[src/rtl/rsc_pkg.sv]
/*
 * Constants and types shared by the range-select and command read-back block.
 * Assumes a serial frame of at least 16 SCLK cycles framed by an active-low chip select.
 */
package rsc_pkg;

	// Serial frame layout: command word in, answer out
	localparam int unsigned CMD_BITS       = 16;
	localparam int unsigned SDO_START_FALL = 16;
	localparam int unsigned ADDR_MSB       = 15;
	localparam int unsigned ADDR_LSB       = 9;
	localparam int unsigned WR_BIT         = 8;
	localparam int unsigned CNT_W          = 5;
	localparam logic [4:0]  CNT_MAX        = 5'h1F;

	// Register addresses
	localparam logic [6:0] ADDR_RANGE_BASE = 7'h05;
	localparam logic [6:0] ADDR_READBACK   = 7'h3F;

	// Reset values
	localparam logic [3:0]  RANGE_RST    = 4'h0;
	localparam logic [7:0]  READBACK_RST = 8'h00;
	localparam logic [3:0]  RSVD_BITS    = 4'h0;
	localparam logic [7:0]  PAD_BYTE     = 8'h00;

	// Range codes
	localparam logic [3:0] CODE_BIP_2P5   = 4'h0;
	localparam logic [3:0] CODE_BIP_1P25  = 4'h1;
	localparam logic [3:0] CODE_BIP_0P625 = 4'h2;
	localparam logic [3:0] CODE_UNI_2P5   = 4'h5;
	localparam logic [3:0] CODE_UNI_1P25  = 4'h6;

	// Scale field of the decoded range
	localparam logic [1:0] SCALE_2P5   = 2'h0;
	localparam logic [1:0] SCALE_1P25  = 2'h1;
	localparam logic [1:0] SCALE_0P625 = 2'h2;

	typedef struct packed {
		logic       valid;
		logic       unipolar;
		logic [1:0] scale;
	} rsc_range_t;

	// Decoded form of the reset code: widest bipolar range
	localparam rsc_range_t RANGE_CFG_RST = '{valid: 1'b1, unipolar: 1'b0, scale: SCALE_2P5};

	typedef enum logic [2:0] {
		ST_IDLE = 3'b001,
		ST_CMD  = 3'b010,
		ST_DATA = 3'b100
	} rsc_state_t;

endpackage : rsc_pkg

[src/rtl/rsc_regbank.sv]
/*
 * Per-channel range registers and command read-back register behind a serial slave.
 * Assumes cs_n_i, sclk_i and sdi_i come from another domain and are far slower than ref_clk_i.
 */
`timescale 1ns/10ps

// What this block does
// Range register bits 7-4 read zero; host must write zeros there.
// Low four bits decode to five bipolar or unipolar input ranges.
// Read-back returns the command executed in the preceding frame.
// Read-back data starts at 16th falling SCLK edge, MSB first.
// First eight output bits carry the addressed register (zeros after a write); next eight are zeros.
// Host may end a read-back frame after the 24th SCLK.
// Read-back is 8-bit read-only upper command byte, resets to zero.
// Every range register resets to code zero, the widest bipolar range.
module rsc_regbank
	import rsc_pkg::*;
#(
	parameter int unsigned NUM_CH = 8
) (
	// Clock and reset
	input  wire logic                  ref_clk_i,
	input  wire logic                  rst_n_i,
	// Serial link from host
	input  wire logic                  cs_n_i,
	input  wire logic                  sclk_i,
	input  wire logic                  sdi_i,
	output logic                       sdo_o,
	output logic                       sdo_oe_o,
	// Range configuration to the analog front end
	output logic [NUM_CH-1:0][3:0]     range_code_o,
	output rsc_range_t [NUM_CH-1:0]    range_cfg_o,
	// Last executed command byte
	output logic [7:0]                 readback_o
);

	// Input synchronisers
	logic [1:0] cs_n_sync;
	logic [1:0] sclk_sync;
	logic [1:0] sdi_sync;
	logic       sclk_prev;

	always_ff @(posedge ref_clk_i or negedge rst_n_i) begin
		if (!rst_n_i) begin
			cs_n_sync <= 2'h3;
			sclk_sync <= 2'h0;
			sdi_sync  <= 2'h0;
			sclk_prev <= 1'b0;
		end else begin
			cs_n_sync <= {cs_n_sync[0], cs_n_i};
			sclk_sync <= {sclk_sync[0], sclk_i};
			sdi_sync  <= {sdi_sync[0], sdi_i};
			sclk_prev <= sclk_sync[1];
		end
	end

	logic cs_n_s;
	logic sdi_s;
	logic sclk_rise;
	logic sclk_fall;

	assign cs_n_s    = cs_n_sync[1];
	assign sdi_s     = sdi_sync[1];
	assign sclk_rise = sclk_sync[1] & ~sclk_prev;
	assign sclk_fall = ~sclk_sync[1] & sclk_prev;

	// Frame and register state
	rsc_state_t            state;
	rsc_state_t            next_state;
	logic [CNT_W-1:0]      rise_cnt;
	logic [CNT_W-1:0]      next_rise_cnt;
	logic [CNT_W-1:0]      fall_cnt;
	logic [CNT_W-1:0]      next_fall_cnt;
	logic [CMD_BITS-1:0]   cmd_sh;
	logic [CMD_BITS-1:0]   next_cmd_sh;
	logic [CMD_BITS-1:0]   out_sh;
	logic [CMD_BITS-1:0]   next_out_sh;
	logic [7:0]            prev_cmd;
	logic [7:0]            next_prev_cmd;
	logic [NUM_CH-1:0][3:0] ranges;
	logic [NUM_CH-1:0][3:0] next_ranges;
	logic                  next_sdo;
	logic                  next_sdo_oe;
	logic [CMD_BITS-1:0]   word;
	logic [6:0]            addr;
	logic [7:0]            rd_byte;

	assign word = {cmd_sh[CMD_BITS-2:0], sdi_s};
	assign addr = word[ADDR_MSB:ADDR_LSB];

	always_comb begin
		next_state    = state;
		next_rise_cnt = rise_cnt;
		next_fall_cnt = fall_cnt;
		next_cmd_sh   = cmd_sh;
		next_out_sh   = out_sh;
		next_prev_cmd = prev_cmd;
		next_ranges   = ranges;
		next_sdo      = sdo_o;
		next_sdo_oe   = 1'b1;
		rd_byte       = PAD_BYTE;
		// Address decode of the completed command word
		if (addr == ADDR_READBACK) begin
			rd_byte = prev_cmd;
		end else begin
			for (int i = 0; i < NUM_CH; i++) begin
				if (addr == ADDR_RANGE_BASE + 7'(i)) begin
					rd_byte = {RSVD_BITS, ranges[i]};
				end
			end
		end
		case (state)
			ST_IDLE: begin
				next_sdo    = 1'b0;
				next_sdo_oe = 1'b0;
				if (!cs_n_s) begin
					next_state    = ST_CMD;
					next_rise_cnt = '0;
					next_fall_cnt = '0;
					next_cmd_sh   = '0;
					next_out_sh   = '0;
					next_sdo_oe   = 1'b1;
				end
			end
			ST_CMD, ST_DATA: begin
				if (sclk_rise && rise_cnt < CNT_W'(CMD_BITS)) begin
					next_cmd_sh   = word;
					next_rise_cnt = rise_cnt + 1'b1;
					if (rise_cnt == CNT_W'(CMD_BITS - 1)) begin
						next_state = ST_DATA;
						// Answer: one byte then a zero byte
						next_out_sh = {rd_byte, PAD_BYTE};
						if (word[WR_BIT]) begin
							next_out_sh = '0;
							for (int i = 0; i < NUM_CH; i++) begin
								if (addr == ADDR_RANGE_BASE + 7'(i)) begin
									next_ranges[i] = word[3:0];
								end
							end
						end
					end
				end
				if (sclk_fall) begin
					if (fall_cnt != CNT_MAX) begin
						next_fall_cnt = fall_cnt + 1'b1;
					end
					// Output from the 16th falling edge on, zero-filled afterwards
					if (state == ST_DATA && fall_cnt >= CNT_W'(SDO_START_FALL - 1)) begin
						next_sdo    = out_sh[CMD_BITS-1];
						next_out_sh = {out_sh[CMD_BITS-2:0], 1'b0};
					end
				end
				if (cs_n_s) begin
					// Early release is fine; only complete commands count
					next_state  = ST_IDLE;
					next_sdo    = 1'b0;
					next_sdo_oe = 1'b0;
					if (state == ST_DATA) begin
						next_prev_cmd = cmd_sh[CMD_BITS-1:8];
					end
				end
			end
			default: begin
				next_state  = ST_IDLE;
				next_sdo    = 1'b0;
				next_sdo_oe = 1'b0;
			end
		endcase
	end

	always_ff @(posedge ref_clk_i or negedge rst_n_i) begin
		if (!rst_n_i) begin
			state    <= ST_IDLE;
			rise_cnt <= '0;
			fall_cnt <= '0;
			cmd_sh   <= '0;
			out_sh   <= '0;
			prev_cmd <= READBACK_RST;
			ranges   <= {NUM_CH{RANGE_RST}};
			sdo_o    <= 1'b0;
			sdo_oe_o <= 1'b0;
		end else begin
			state    <= next_state;
			rise_cnt <= next_rise_cnt;
			fall_cnt <= next_fall_cnt;
			cmd_sh   <= next_cmd_sh;
			out_sh   <= next_out_sh;
			prev_cmd <= next_prev_cmd;
			ranges   <= next_ranges;
			sdo_o    <= next_sdo;
			sdo_oe_o <= next_sdo_oe;
		end
	end

	// Registered copies so every output leaves a flip-flop
	always_ff @(posedge ref_clk_i or negedge rst_n_i) begin
		if (!rst_n_i) begin
			readback_o <= READBACK_RST;
		end else begin
			readback_o <= prev_cmd;
		end
	end

	genvar g;
	generate
		for (g = 0; g < NUM_CH; g++) begin : g_ch
			rsc_range_t dec;

			rsc_range_decode u_dec (
				.code_i  (ranges[g]),
				.range_o (dec)
			);

			always_ff @(posedge ref_clk_i or negedge rst_n_i) begin
				if (!rst_n_i) begin
					range_code_o[g] <= RANGE_RST;
					range_cfg_o[g]  <= RANGE_CFG_RST;
				end else begin
					range_code_o[g] <= ranges[g];
					range_cfg_o[g]  <= dec;
				end
			end
		end
	endgenerate

endmodule : rsc_regbank

[src/rtl/rsc_range_decode.sv]
/*
 * Decodes one channel's 4-bit range code into polarity and scale.
 * Purely combinational; the caller registers the result.
 */
`timescale 1ns/10ps

module rsc_range_decode
	import rsc_pkg::*;
(
	// Code in
	input  wire logic [3:0] code_i,
	// Decoded range out
	output rsc_range_t      range_o
);

	always_comb begin
		range_o = '0;
		case (code_i)
			CODE_BIP_2P5: begin
				range_o.valid = 1'b1;
				range_o.scale = SCALE_2P5;
			end
			CODE_BIP_1P25: begin
				range_o.valid = 1'b1;
				range_o.scale = SCALE_1P25;
			end
			CODE_BIP_0P625: begin
				range_o.valid = 1'b1;
				range_o.scale = SCALE_0P625;
			end
			CODE_UNI_2P5: begin
				range_o.valid    = 1'b1;
				range_o.unipolar = 1'b1;
				range_o.scale    = SCALE_2P5;
			end
			CODE_UNI_1P25: begin
				range_o.valid    = 1'b1;
				range_o.unipolar = 1'b1;
				range_o.scale    = SCALE_1P25;
			end
			// Unlisted codes flag as invalid
			default: range_o = '0;
		endcase
	end

endmodule : rsc_range_decode

[config.mk]
export PLATFORM = sky130hd
export DESIGN_NAME = rsc_regbank
export DESIGN_NICKNAME = d
export VERILOG_FILES = /design/src/rtl/rsc_pkg.sv /design/src/rtl/rsc_regbank.sv /design/src/rtl/rsc_range_decode.sv
export SDC_FILE = /design/constraint.sdc
export NUM_CORES = 1
export LEC_CHECK = 0
export ABC_AREA = 1
export BUFFER_PORTS_ARGS = -buffer_cell sky130_fd_sc_hd__buf_2
export CORE_MARGIN = 2
export CORE_UTILIZATION = 47
export CTS_CLUSTER_SIZE = 10
export DETAILED_ROUTE_END_ITERATION = 6
export GPL_ROUTABILITY_DRIVEN = 0
export PLACE_DENSITY = 0.67
export SYNTH_ARGS = -nofsm -noshare
export SYNTH_HDL_FRONTEND = slang
export SYNTH_SLANG_ARGS = --single-unit
[constraint.sdc]
create_clock -name ref_clk_i -period 5.15 [get_ports ref_clk_i]
set_input_delay 0.7725 -clock ref_clk_i [delete_from_list [all_inputs] [get_ports ref_clk_i]]
set_output_delay 0.7725 -clock ref_clk_i [all_outputs]
set_load 0.01 [all_outputs]
==> flow_summary.toml, run 1 <==
[global_route]
grt_overflow = 0
grt_usage_pct = 18.8
grt_pass1_vias = 4394
antenna_found_initial = 0
grt_pass1_wl_microns = 21500
grt_max_degree = 70

[drt]
drc = 0
first_iter_violations = 374
ant_nets = 0
wl_per_cell_microns = 13.7
drtPass1Iterations = 4
totalWireLength_microns = 12600
via_per_inst = 5.07
routed-via-count = 4665

[yosys]
yosysMostFrequentCell = "dfrtp_1"
synth_cell_types = 32
synth-edff-count = 0
netlist.area_leader.share_pct = 60.6
synthTopCellsByArea = "dfrtp_1 (61%), nand2_1 (9.0%), inv_1 (4.9%)"
synth_cells = 642
synthFlopType = "dfrtp_1"
netlist_area_sq_um = 6400
syn_nets = 652
yosysSeqAreaShare_pct = 65.1
syn_area_per_cell_sq_um = 9.97
async_reset_ff_share_pct = 100
synth_top_cell_by_area = "dfrtp_1"
yosysWarnings = 0
synth-seq-cells = 166
ys_top_cells_by_count = "dfrtp_1 (155), nand2_1 (154), inv_1 (84)"

[timing]
max_clock_freq_mhz = 411
hold_viol = 0
hold_ws_ns = 0.227
period_share_pct = 47.3
max_slew_margin_pct = 43.8
worstMarginPinSlew_ns = 0.843
tns_ns = 0
rsz0062_at_grt = "false"
finClkSkew_ns = 0.0206
setup_violations = 0
slew_viol_final = 0
fin_crit_ns = 2.44

[clock_tree]
postCtsSetupBuffers = 0
clock_sink_count = 166
cts_buffers = 17
root_buffer = "clkbuf_16"
hold_buffers = 0
clk_path_buf_depth = 2
clk_pin_slew_ns = 0.06
ctsHtreeMaxLevel = 4
ctsResizeCount = 0
cts_tree = "done"
clock_latency_ns = 0.43

[hold_path]
hold_class = "input port to asynchronous set/reset pin"

[place]
dp_hpwl_microns = 8760
placedCellCount = 890
port_buffers = 78

[final_layout]
diodes = 0
ff_latch_area_sq_um = 4170
instances_no_fill = 921
multi_input_area_sq_um = 1870
layout.nets = 743
fill_cells = 1135
drive_above_1_share_pct = 17.3
areaGrowthSynthToFinish_pct = 18.2

[setup_path]
crit_fanout = 18
worstPathRequired_ns = 5.44
arrival_ns = 2.72
crit_path_end_kind = "flop"
path_class = "flop to flop"
worstSetupStartpointType = "flop"

[floorplan]
rows = 42
io_pins = 79
die-area_sq_um = 14600
dieHeight_microns = 121
fp.coreArea_sq_um = 13300
initial_core_util_pct = 48.1
die_w_microns = 121

[power_and_ir_drop]
p_leak_nw = 3.88
ir_worst_vdd_v = 0.000196
p_per_area_nw_per_um2 = 365

[status]
status = "complete, no violations"

[flow_run]
cap_viol_max_count = 0
where the power goes:
part | total (W) | switching [W] | internal (W)
combinational | 0.000192 | 0.000146 | 0.0000459
clock | 0.00122 | 0.000470 | 0.000755
sequential | 0.00135 | 0.0000172 | 0.00133
total | 0.00276 | 0.000633 | 0.00213
registers in the layout (all words and copies together), names as in the netlist:
register and count:
range_cfg_o 32, range_code_o 32, ranges 32, cmd_sh 16, out_sh 16, prev_cmd 8, readback_o 8, fall_cnt 5
rise_cnt 5, state 3, cs_n_sync 2, sclk_sync 2, sdi_sync 2, sclk_prev 1, sdo_o 1, sdo_oe_o 1
worst paths after layout:
path                                              to  slack, ns                   from  cells after the start
max reg2reg                  rise_cnt[4]$_DFFE_PN0P_       2.71   state[0]$_DFFE_PN1P_                      6
max in group asynchronous  range_cfg_o[28]$_DFF_PN0_       3.80                rst_n_i                      2
max                          rise_cnt[4]$_DFFE_PN0P_       2.71   state[0]$_DFFE_PN1P_                      6
min reg2reg                    sdi_sync[1]$_DFF_PN0_       0.35  sdi_sync[0]$_DFF_PN0_                      0
min in group ref_clk_i         sdi_sync[1]$_DFF_PN0_       0.35  sdi_sync[0]$_DFF_PN0_                      0
min                        range_cfg_o[26]$_DFF_PN0_       0.23                rst_n_i                      1
worst max-delay path, cell delays in order, from the launching register on:
cell      delay, ns
dfstp_2        0.54
nor3_1         0.06
inv_1          0.08
and2_1         0.31
clkinv_1       0.53
nand2_1        0.62
o22ai_1        0.16
cells by family (layout without fill, tap and decap cells):
kind of cell               count (synthesis)  after routing  synth area share [%]
and+or+nand+nor                          264            264                  18.0
DFF                                      166            166                  65.1
AOI/OAI and AO/OA                        113            113                  10.2
buffers and inverters                     94            197                  5.65
adders and majority gates                  5              5                 0.978
metrics by stage:
step                      total power (W)  utilization [%]  setup WS, ns  area, sq um
after floorplan                   0.00150                -          3.31         6400
after global placement            0.00155             52.6          2.90         6990
after detailed placement          0.00156             52.6          2.77         6990
after CTS                         0.00279             56.9          2.75         7560
after global routing              0.00288             56.9          2.39         7560
final                             0.00276             56.9          2.71         7560
final cells by class:
| type | instances | share of cell area, % |
|---|---|---|
| Sequential cell | 166 | 55.1 |
| Multi-Input combinational cell | 382 | 24.7 |
| Inverter | 86 | 4.27 |
| Clock buffer | 21 | 5.82 |
| Clock inverter | 10 | 1.74 |
| Tap cell | 176 | 2.91 |
| Timing Repair Buffer | 80 | 5.44 |
placed cells by master, fill, tap and decap left out, types with 2 or more instances in the layout:
| master | instances |
|---|---|
| nor2_1 | 35 |
| nor4_1 | 4 |
| clkbuf_16 | 17 |
| a21oi_1 | 19 |
| buf_2 | 77 |
| clkbuf_1 | 4 |
| o21ai_1 | 2 |
| o22ai_1 | 25 |
| nand3b_1 | 3 |
| buf_4 | 2 |
| dfstp_2 | 11 |
| nor3_1 | 9 |
| nand4_1 | 15 |
| bufinv_16 | 3 |
| o211ai_1 | 3 |
| clkinv_2 | 5 |
| o311ai_0 | 3 |
| nor3_4 | 2 |
| o221ai_1 | 4 |
| nand3_1 | 34 |
| or2_2 | 4 |
| nand2_1 | 154 |
| dfrtp_1 | 155 |
| ha_1 | 5 |
| o21ai_0 | 54 |
| inv_1 | 84 |
metal layers:
layer	vias up	wire length (microns)	GRT usage (%)
li1	2300	-	-
met1	2254	5730	24.9
met2	96	6260	30.3
met3	15	488	4.25
met4	0	167	7.34
met5	-	0	0
Power figures use the tool's default switching activity.
==> inputs of run 2 (changes only) <==
Settings changed: ABC_AREA 1 to 0, PLACE_DENSITY 0.67 to 0.69.
Clock period 5.15 ns to 2.1 ns, I/O delays scaled along.
==> flow_summary.toml, run 2 <==
[status]
status = "complete, no violations"

[flow_run]
cap_viol_max_count = 0

[power_and_ir_drop]
p_per_area_nw_per_um2 = 807
p_leak_nw = 4.08
totalPowerFinal_w = 0.00685
ir_worst_vdd_v = 0.000578

[floorplan]
fp.coreArea_sq_um = 13900
die_w_microns = 124
initial_core_util_pct = 48.4
dieHeight_microns = 124
die-area_sq_um = 15300
io_pins = 79
rows = 43

[timing]
period_share_pct = 98.7
rsz0062_at_grt = "true"
fin_crit_ns = 2.07
max_slew_margin_pct = 60.2
max_clock_freq_mhz = 483
setup_violations = 0
worstMarginPinSlew_ns = 0.593
slew_viol_final = 0
hold_viol = 0
finClkSkew_ns = 0.00914

[setup_path]
path_class = "flop to flop"
crit_path_start = "rise_cnt[1]$_DFFE_PN0P_"
crit-reg2reg-capture = "ranges[5]$_DFFE_PN0P_"
regToRegStartpoint = "rise_cnt[1]$_DFFE_PN0P_"
crit_fanout = 4
crit_path_end_kind = "flop"
r2r_slack_ns = 0.03
critical_path.max_stage_delay_ns = 0.35
path_cells = "ha_2, and3_4, ha_4, nand4bb_4, nor2_4, nand4_1, nor2_1, buf_4, mux2_4"
r2r.worst_path.cells = 9
slowest_stage = "dfrtp_1"
crit_buf_inv = 1
cp_top_family = "simple AND/OR/NAND/NOR gates"
arrival_ns = 2.38
worstPathRequired_ns = 2.41
worstSetupStartpointType = "flop"

[yosys]
synth_fa_ha_area_share_pct = 0.927
muxShareOfSynthArea_pct = 8.01
yosys.area_share.simple_pct = 15.1
syn_area_per_cell_sq_um = 12.1
syn_nets = 566
netlist.area_leader.share_pct = 57.5
synth-edff-count = 0
synthFlopType = "dfrtp_1"
synthTopCellsByArea = "dfrtp_1 (57%), mux2_2 (6.3%), dfstp_2 (4.3%)"
yosysMostFrequentCell = "dfrtp_1"
synth-seq-cells = 166
yosysSeqAreaShare_pct = 61.8
synth_xor_area_share_pct = 1.30
yosysWarnings = 0
netlist_area_sq_um = 6750
synth_top_family_by_area = "simple AND/OR/NAND/NOR gates"
async_reset_ff_share_pct = 100
synth_top_cell_by_area = "dfrtp_1"
synth_cell_types = 66
synth_compound_area_share_pct = 10.2
synth_cells = 556
ys_top_cells_by_count = "dfrtp_1 (155), nand2_1 (62), mux2_2 (38)"

[drt]
via_per_inst = 5.33
routed-via-count = 4604
first_iter_violations = 240
ant_nets = 0
drtPass1Iterations = 5
drc = 0
wl_per_cell_microns = 15.8
totalWireLength_microns = 13600

[final_layout]
utilization_pct = 61.0
layout_common_cells = "dfrtp_1 (153), buf_2 (77), nand2_1 (62)"
fill_cells = 1058
areaGrowthSynthToFinish_pct = 25.9
top_regs = "range_cfg_o x32, range_code_o x32, ranges x32"
final_common_cell = "dfrtp_1"
drive_above_1_share_pct = 35.4
diodes = 0
layout.nets = 681
fin_area_sq_um = 8500

[hold_path]
min_to = "sdi_sync[1]$_DFF_PN0_"
hp-start = "sdi_sync[0]$_DFF_PN0_"
min_path_cells = 0
hold_class = "flop to flop"

[global_route]
antenna_found_initial = 0
grt_pass1_vias = 4470
grt_max_degree = 60
grt_overflow = 0
grt_pass1_wl_microns = 22200
grt_usage_pct = 19.1

[clock_tree]
clk_pin_slew_ns = 0.06
clock_latency_ns = 0.43
clk_path_buf_depth = 2
ctsHtreeMaxLevel = 4
clock_sink_count = 166
cts_buffers = 17
cts_tree = "done"
root_buffer = "clkbuf_16"

[place]
port_buffers = 78
dp_hpwl_microns = 9490
dpl-instance-area_sq_um = 7670
## run 2: cell count changes in the layout (fill, tap and decap cells not counted), moves of 9 or more
cell     previous run  this run
o22ai_1            25         0
nand4_1            15         1
o21ai_0            54        25
mux2_2              0        24
nand3_1            34         8
mux2_4              0        16
nor3b_1             1        19
nand2_1           154        62
mux2i_1             0         9
inv_1              84         4
buf_4               2        50
## run 2: kinds of logic after synthesis
| group | after synthesis |
|---|---|
| XOR/XNOR | 10 |
| AND/OR/NAND/NOR | 185 |
| multiplexers | 49 |
| flip-flops | 166 |
| buffers and inverters | 45 |
| AO/OA/AOI/OAI | 96 |
| adder cells (fa/ha/maj) | 5 |
## run 2: worst max-delay path by stage
stage / endpoint / slack [ns] / depth (start not counted)
5_1_grt: ranges[25]$_DFFE_PN0P_ / -0.09 / 10
4_1_cts: ranges[5]$_DFFE_PN0P_ / 0.0008 / 9
3_5_place_dp: out_sh[11]$_DFFE_PN0P_ / -0.09 / 7
6_report: ranges[5]$_DFFE_PN0P_ / 0.03 / 9
3_3_place_gp: out_sh[11]$_DFFE_PN0P_ / -0.02 / 7
2_1_floorplan: out_sh[11]$_DFFE_PN0P_ / -0.009 / 8
## run 2: final cells by class
type | instances | area, sq um | area share [%]
Inverter | 4 | 15.0 | 0.177
Multi-Input combinational cell | 345 | 2570 | 30.2
Sequential cell | 166 | 4170 | 49.1
Timing Repair Buffer | 137 | 877 | 10.3
Clock buffer | 21 | 470 | 5.54
Tap cell | 180 | 225 | 2.65
Clock inverter | 11 | 173 | 2.03
## run 2: stage by stage
step / hold slack, ns / TNS, ns / instances / setup slack, ns
finish: 0.344 / 0 / 864 / 0.0282
global route: 0.350 / -1.26 / 864 / -0.0860
CTS: 0.344 / 0 / 862 / 0.000836
detailed placement: 0.314 / -0.571 / 826 / -0.0921
global placement: 0.304 / -0.0628 / 826 / -0.0198
floorplan: 0.0194 / -0.0239 / 556 / -0.00868
## run 2: metal layers
layer	vias to the layer above	share of wire [%]	global-route usage [%]
li1	2203	-	-
met1	2283	43	23.4
met2	99	51	32.0
met3	19	4.4	5.59
met4	0	1.7	7.10
met5	-	0	0
## run 2: timing repair
action | in CTS | in global routing
buffers inserted | 0 | 2
gates resized for setup | 7 | 26
pin swaps | 2 | 6
endpoints found under the hold margin | 53 | 0
setup endpoints to repair | 23 | 48
hold buffers | 4 | 0
## run 2: report_power, final
group	switching, W	internal [W]
Clock	0.00121	0.00209
Combinational	0.000186	0.000114
Sequential	0.0000287	0.00323
==> inputs of run 3 (changes only) <==
Settings changed: ABC_AREA 0 to 1, CTS_CLUSTER_SIZE 10 to unset.
==> flow_summary.toml, run 3 (synthesis gave the netlist of run 1 again) <==
[timing]
slew_viol_final = 0
max_slew_margin_pct = 63.0
fin_crit_ns = 1.90
hold_ws_ns = 0.352
finalWorstSetupSlack_ns = 0.199
setup_violations = 0
tns_ns = 0
rsz0062_at_grt = "false"
hold_viol = 0
finClkSkew_ns = 0.00912
worstMarginPinSlew_ns = 0.554
max_clock_freq_mhz = 526
period_share_pct = 90.5

[setup_path]
crit_path_end_kind = "flop"
crit_fanout = 21
worstSetupStartpointType = "flop"
regToRegStartpoint = "fall_cnt[0]$_DFFE_PN0P_"
arrival_ns = 2.19
worstPathRequired_ns = 2.38
r2r_slack_ns = 0.20
r2r.worst_path.cells = 11
path_class = "flop to flop"
crit-reg2reg-capture = "out_sh[13]$_DFFE_PN0P_"

[global_route]
grt_pass1_wl_microns = 22200
antenna_found_initial = 0
grt_pass1_vias = 4695
grt_overflow = 0
grt_usage_pct = 19.4
grt_max_degree = 61

[flow_run]
cap_viol_max_count = 0

[final_layout]
fill_cells = 1088
ff_latch_area_sq_um = 4170
layout_common_cells = "dfrtp_1 (155), nand2_1 (154), inv_1 (83)"
instances_no_fill = 947
areaGrowthSynthToFinish_pct = 22.1
final_common_cell = "dfrtp_1"
utilization_pct = 58.8
drive_above_1_share_pct = 19.8
layout.nets = 768
diodes = 0
multi_input_area_sq_um = 1870
top_regs = "range_cfg_o x32, range_code_o x32, ranges x32"

[hold_path]
min_to = "sdi_sync[1]$_DFF_PN0_"
min_path_cells = 0
hold_class = "flop to flop"
hp-start = "sdi_sync[0]$_DFF_PN0_"

[power_and_ir_drop]
ir_worst_vdd_v = 0.000510
seqPwrFrac_pct = 48.0
p_clk_share_pct = 43.9
p_comb_share_pct = 8.1
internal_power_w = 0.00529
p_leak_nw = 4.01
p_per_area_nw_per_um2 = 880
p_sw_w = 0.00159
sw_frac_of_total_pct = 23.1

[drt]
totalWireLength_microns = 13000
first_iter_violations = 372
drc = 0
routed-via-count = 4799
via_per_inst = 5.07
wl_per_cell_microns = 13.7
ant_nets = 0
drtPass1Iterations = 5

[floorplan]
die-area_sq_um = 14600
dieHeight_microns = 121
io_pins = 79
fp.coreArea_sq_um = 13300
rows = 42
die_w_microns = 121
initial_core_util_pct = 48.1

[place]
port_buffers = 78
dp_hpwl_microns = 9080
preCtsSetupSlack_ns = 0.0582
placedCellCount = 910

[clock_tree]
clock_sink_count = 166
ctsHtreeMaxLevel = 4
cts_buffers = 17
clock_latency_ns = 0.42
clk_pin_slew_ns = 0.06
root_buffer = "clkbuf_16"
cts_tree = "done"
clk_path_buf_depth = 2

[status]
status = "complete, no violations"
-- run 3: changes by cell type in the layout (fill, tap and decap cells not counted), moves of 9 or more --
cell,delta
mux2_4,-16
nand2_1,+92
inv_1,+79
o21ai_0,+29
nand3_1,+25
nor3b_1,-18
mux2i_1,-9
nand4_1,+14
mux2_2,-24
buf_4,-30
o22ai_1,+25
-- run 3: worst max path at each step --
stage	from	end	slack, ns	cells past startpoint
after floorplan	fall_cnt[0]$_DFFE_PN0P_	out_sh[10]$_DFFE_PN0P_	0.26	13
after global placement	rise_cnt[0]$_DFFE_PN0P_	ranges[6]$_DFFE_PN0P_	0.18	9
after detailed placement	rise_cnt[0]$_DFFE_PN0P_	ranges[2]$_DFFE_PN0P_	0.06	9
after CTS	rise_cnt[0]$_DFFE_PN0P_	ranges[2]$_DFFE_PN0P_	0.05	9
after global routing	fall_cnt[0]$_DFFE_PN0P_	out_sh[13]$_DFFE_PN0P_	0.01	11
final	fall_cnt[0]$_DFFE_PN0P_	out_sh[13]$_DFFE_PN0P_	0.20	11
-- run 3: power by group through the flow --
stage                     combinational (W)  clock (W)  sequential [W]
after CTS                          0.000565    0.00307         0.00330
after floorplan                    0.000328          0         0.00335
final                              0.000560    0.00302         0.00330
after detailed placement           0.000554          0         0.00336
after global placement             0.000536          0         0.00335
after global routing               0.000637    0.00324         0.00330
-- run 3: layout make-up --
type                            count  area share [%]
Clock inverter                      8            1.28
Clock buffer                       24            6.16
Sequential cell                   166            53.3
Timing Repair Buffer              105            8.28
Multi-Input combinational cell    382            24.0
Inverter                           86            4.13
Tap cell                          176            2.82
-- run 3: metrics by stage --
stage                     cell area (sq um)  total power [W]
after floorplan                        6400          0.00368
after global placement                 7170          0.00389
after detailed placement               7170          0.00391
after CTS                              7790          0.00694
after global routing                   7810          0.00718
final                                  7810          0.00688
-- run 3: worst max-delay path: stages, from the launching register on --
cell and delay (ns):
dfrtp_1 0.38, ha_1 0.18, nand2_1 0.07, nor2_1 0.16
ha_1 0.17, nor2_1 0.04, nand2_1 0.05, nand2_1 0.11
buf_12 0.18, a31oi_4 0.16, buf_4 0.15, o221ai_1 0.11
-- run 3: what timing repair did --
action / 4_1_cts / 5_1_grt
endpoints found under the setup margin: 0 / 28
resized for setup: 0 / 2
buffers inserted: 0 / 1
hold buffers: 4 / 0
endpoints found under the hold margin: 55 / 0
-- run 3: metal layers --
layer	routed length, microns	vias to the layer above	global-route usage (%)
met5	0	-	0
met2	6330	125	31.1
met1	5800	2298	25.3
met4	205	0	7.19
li1	-	2356	-
met3	648	20	5.42
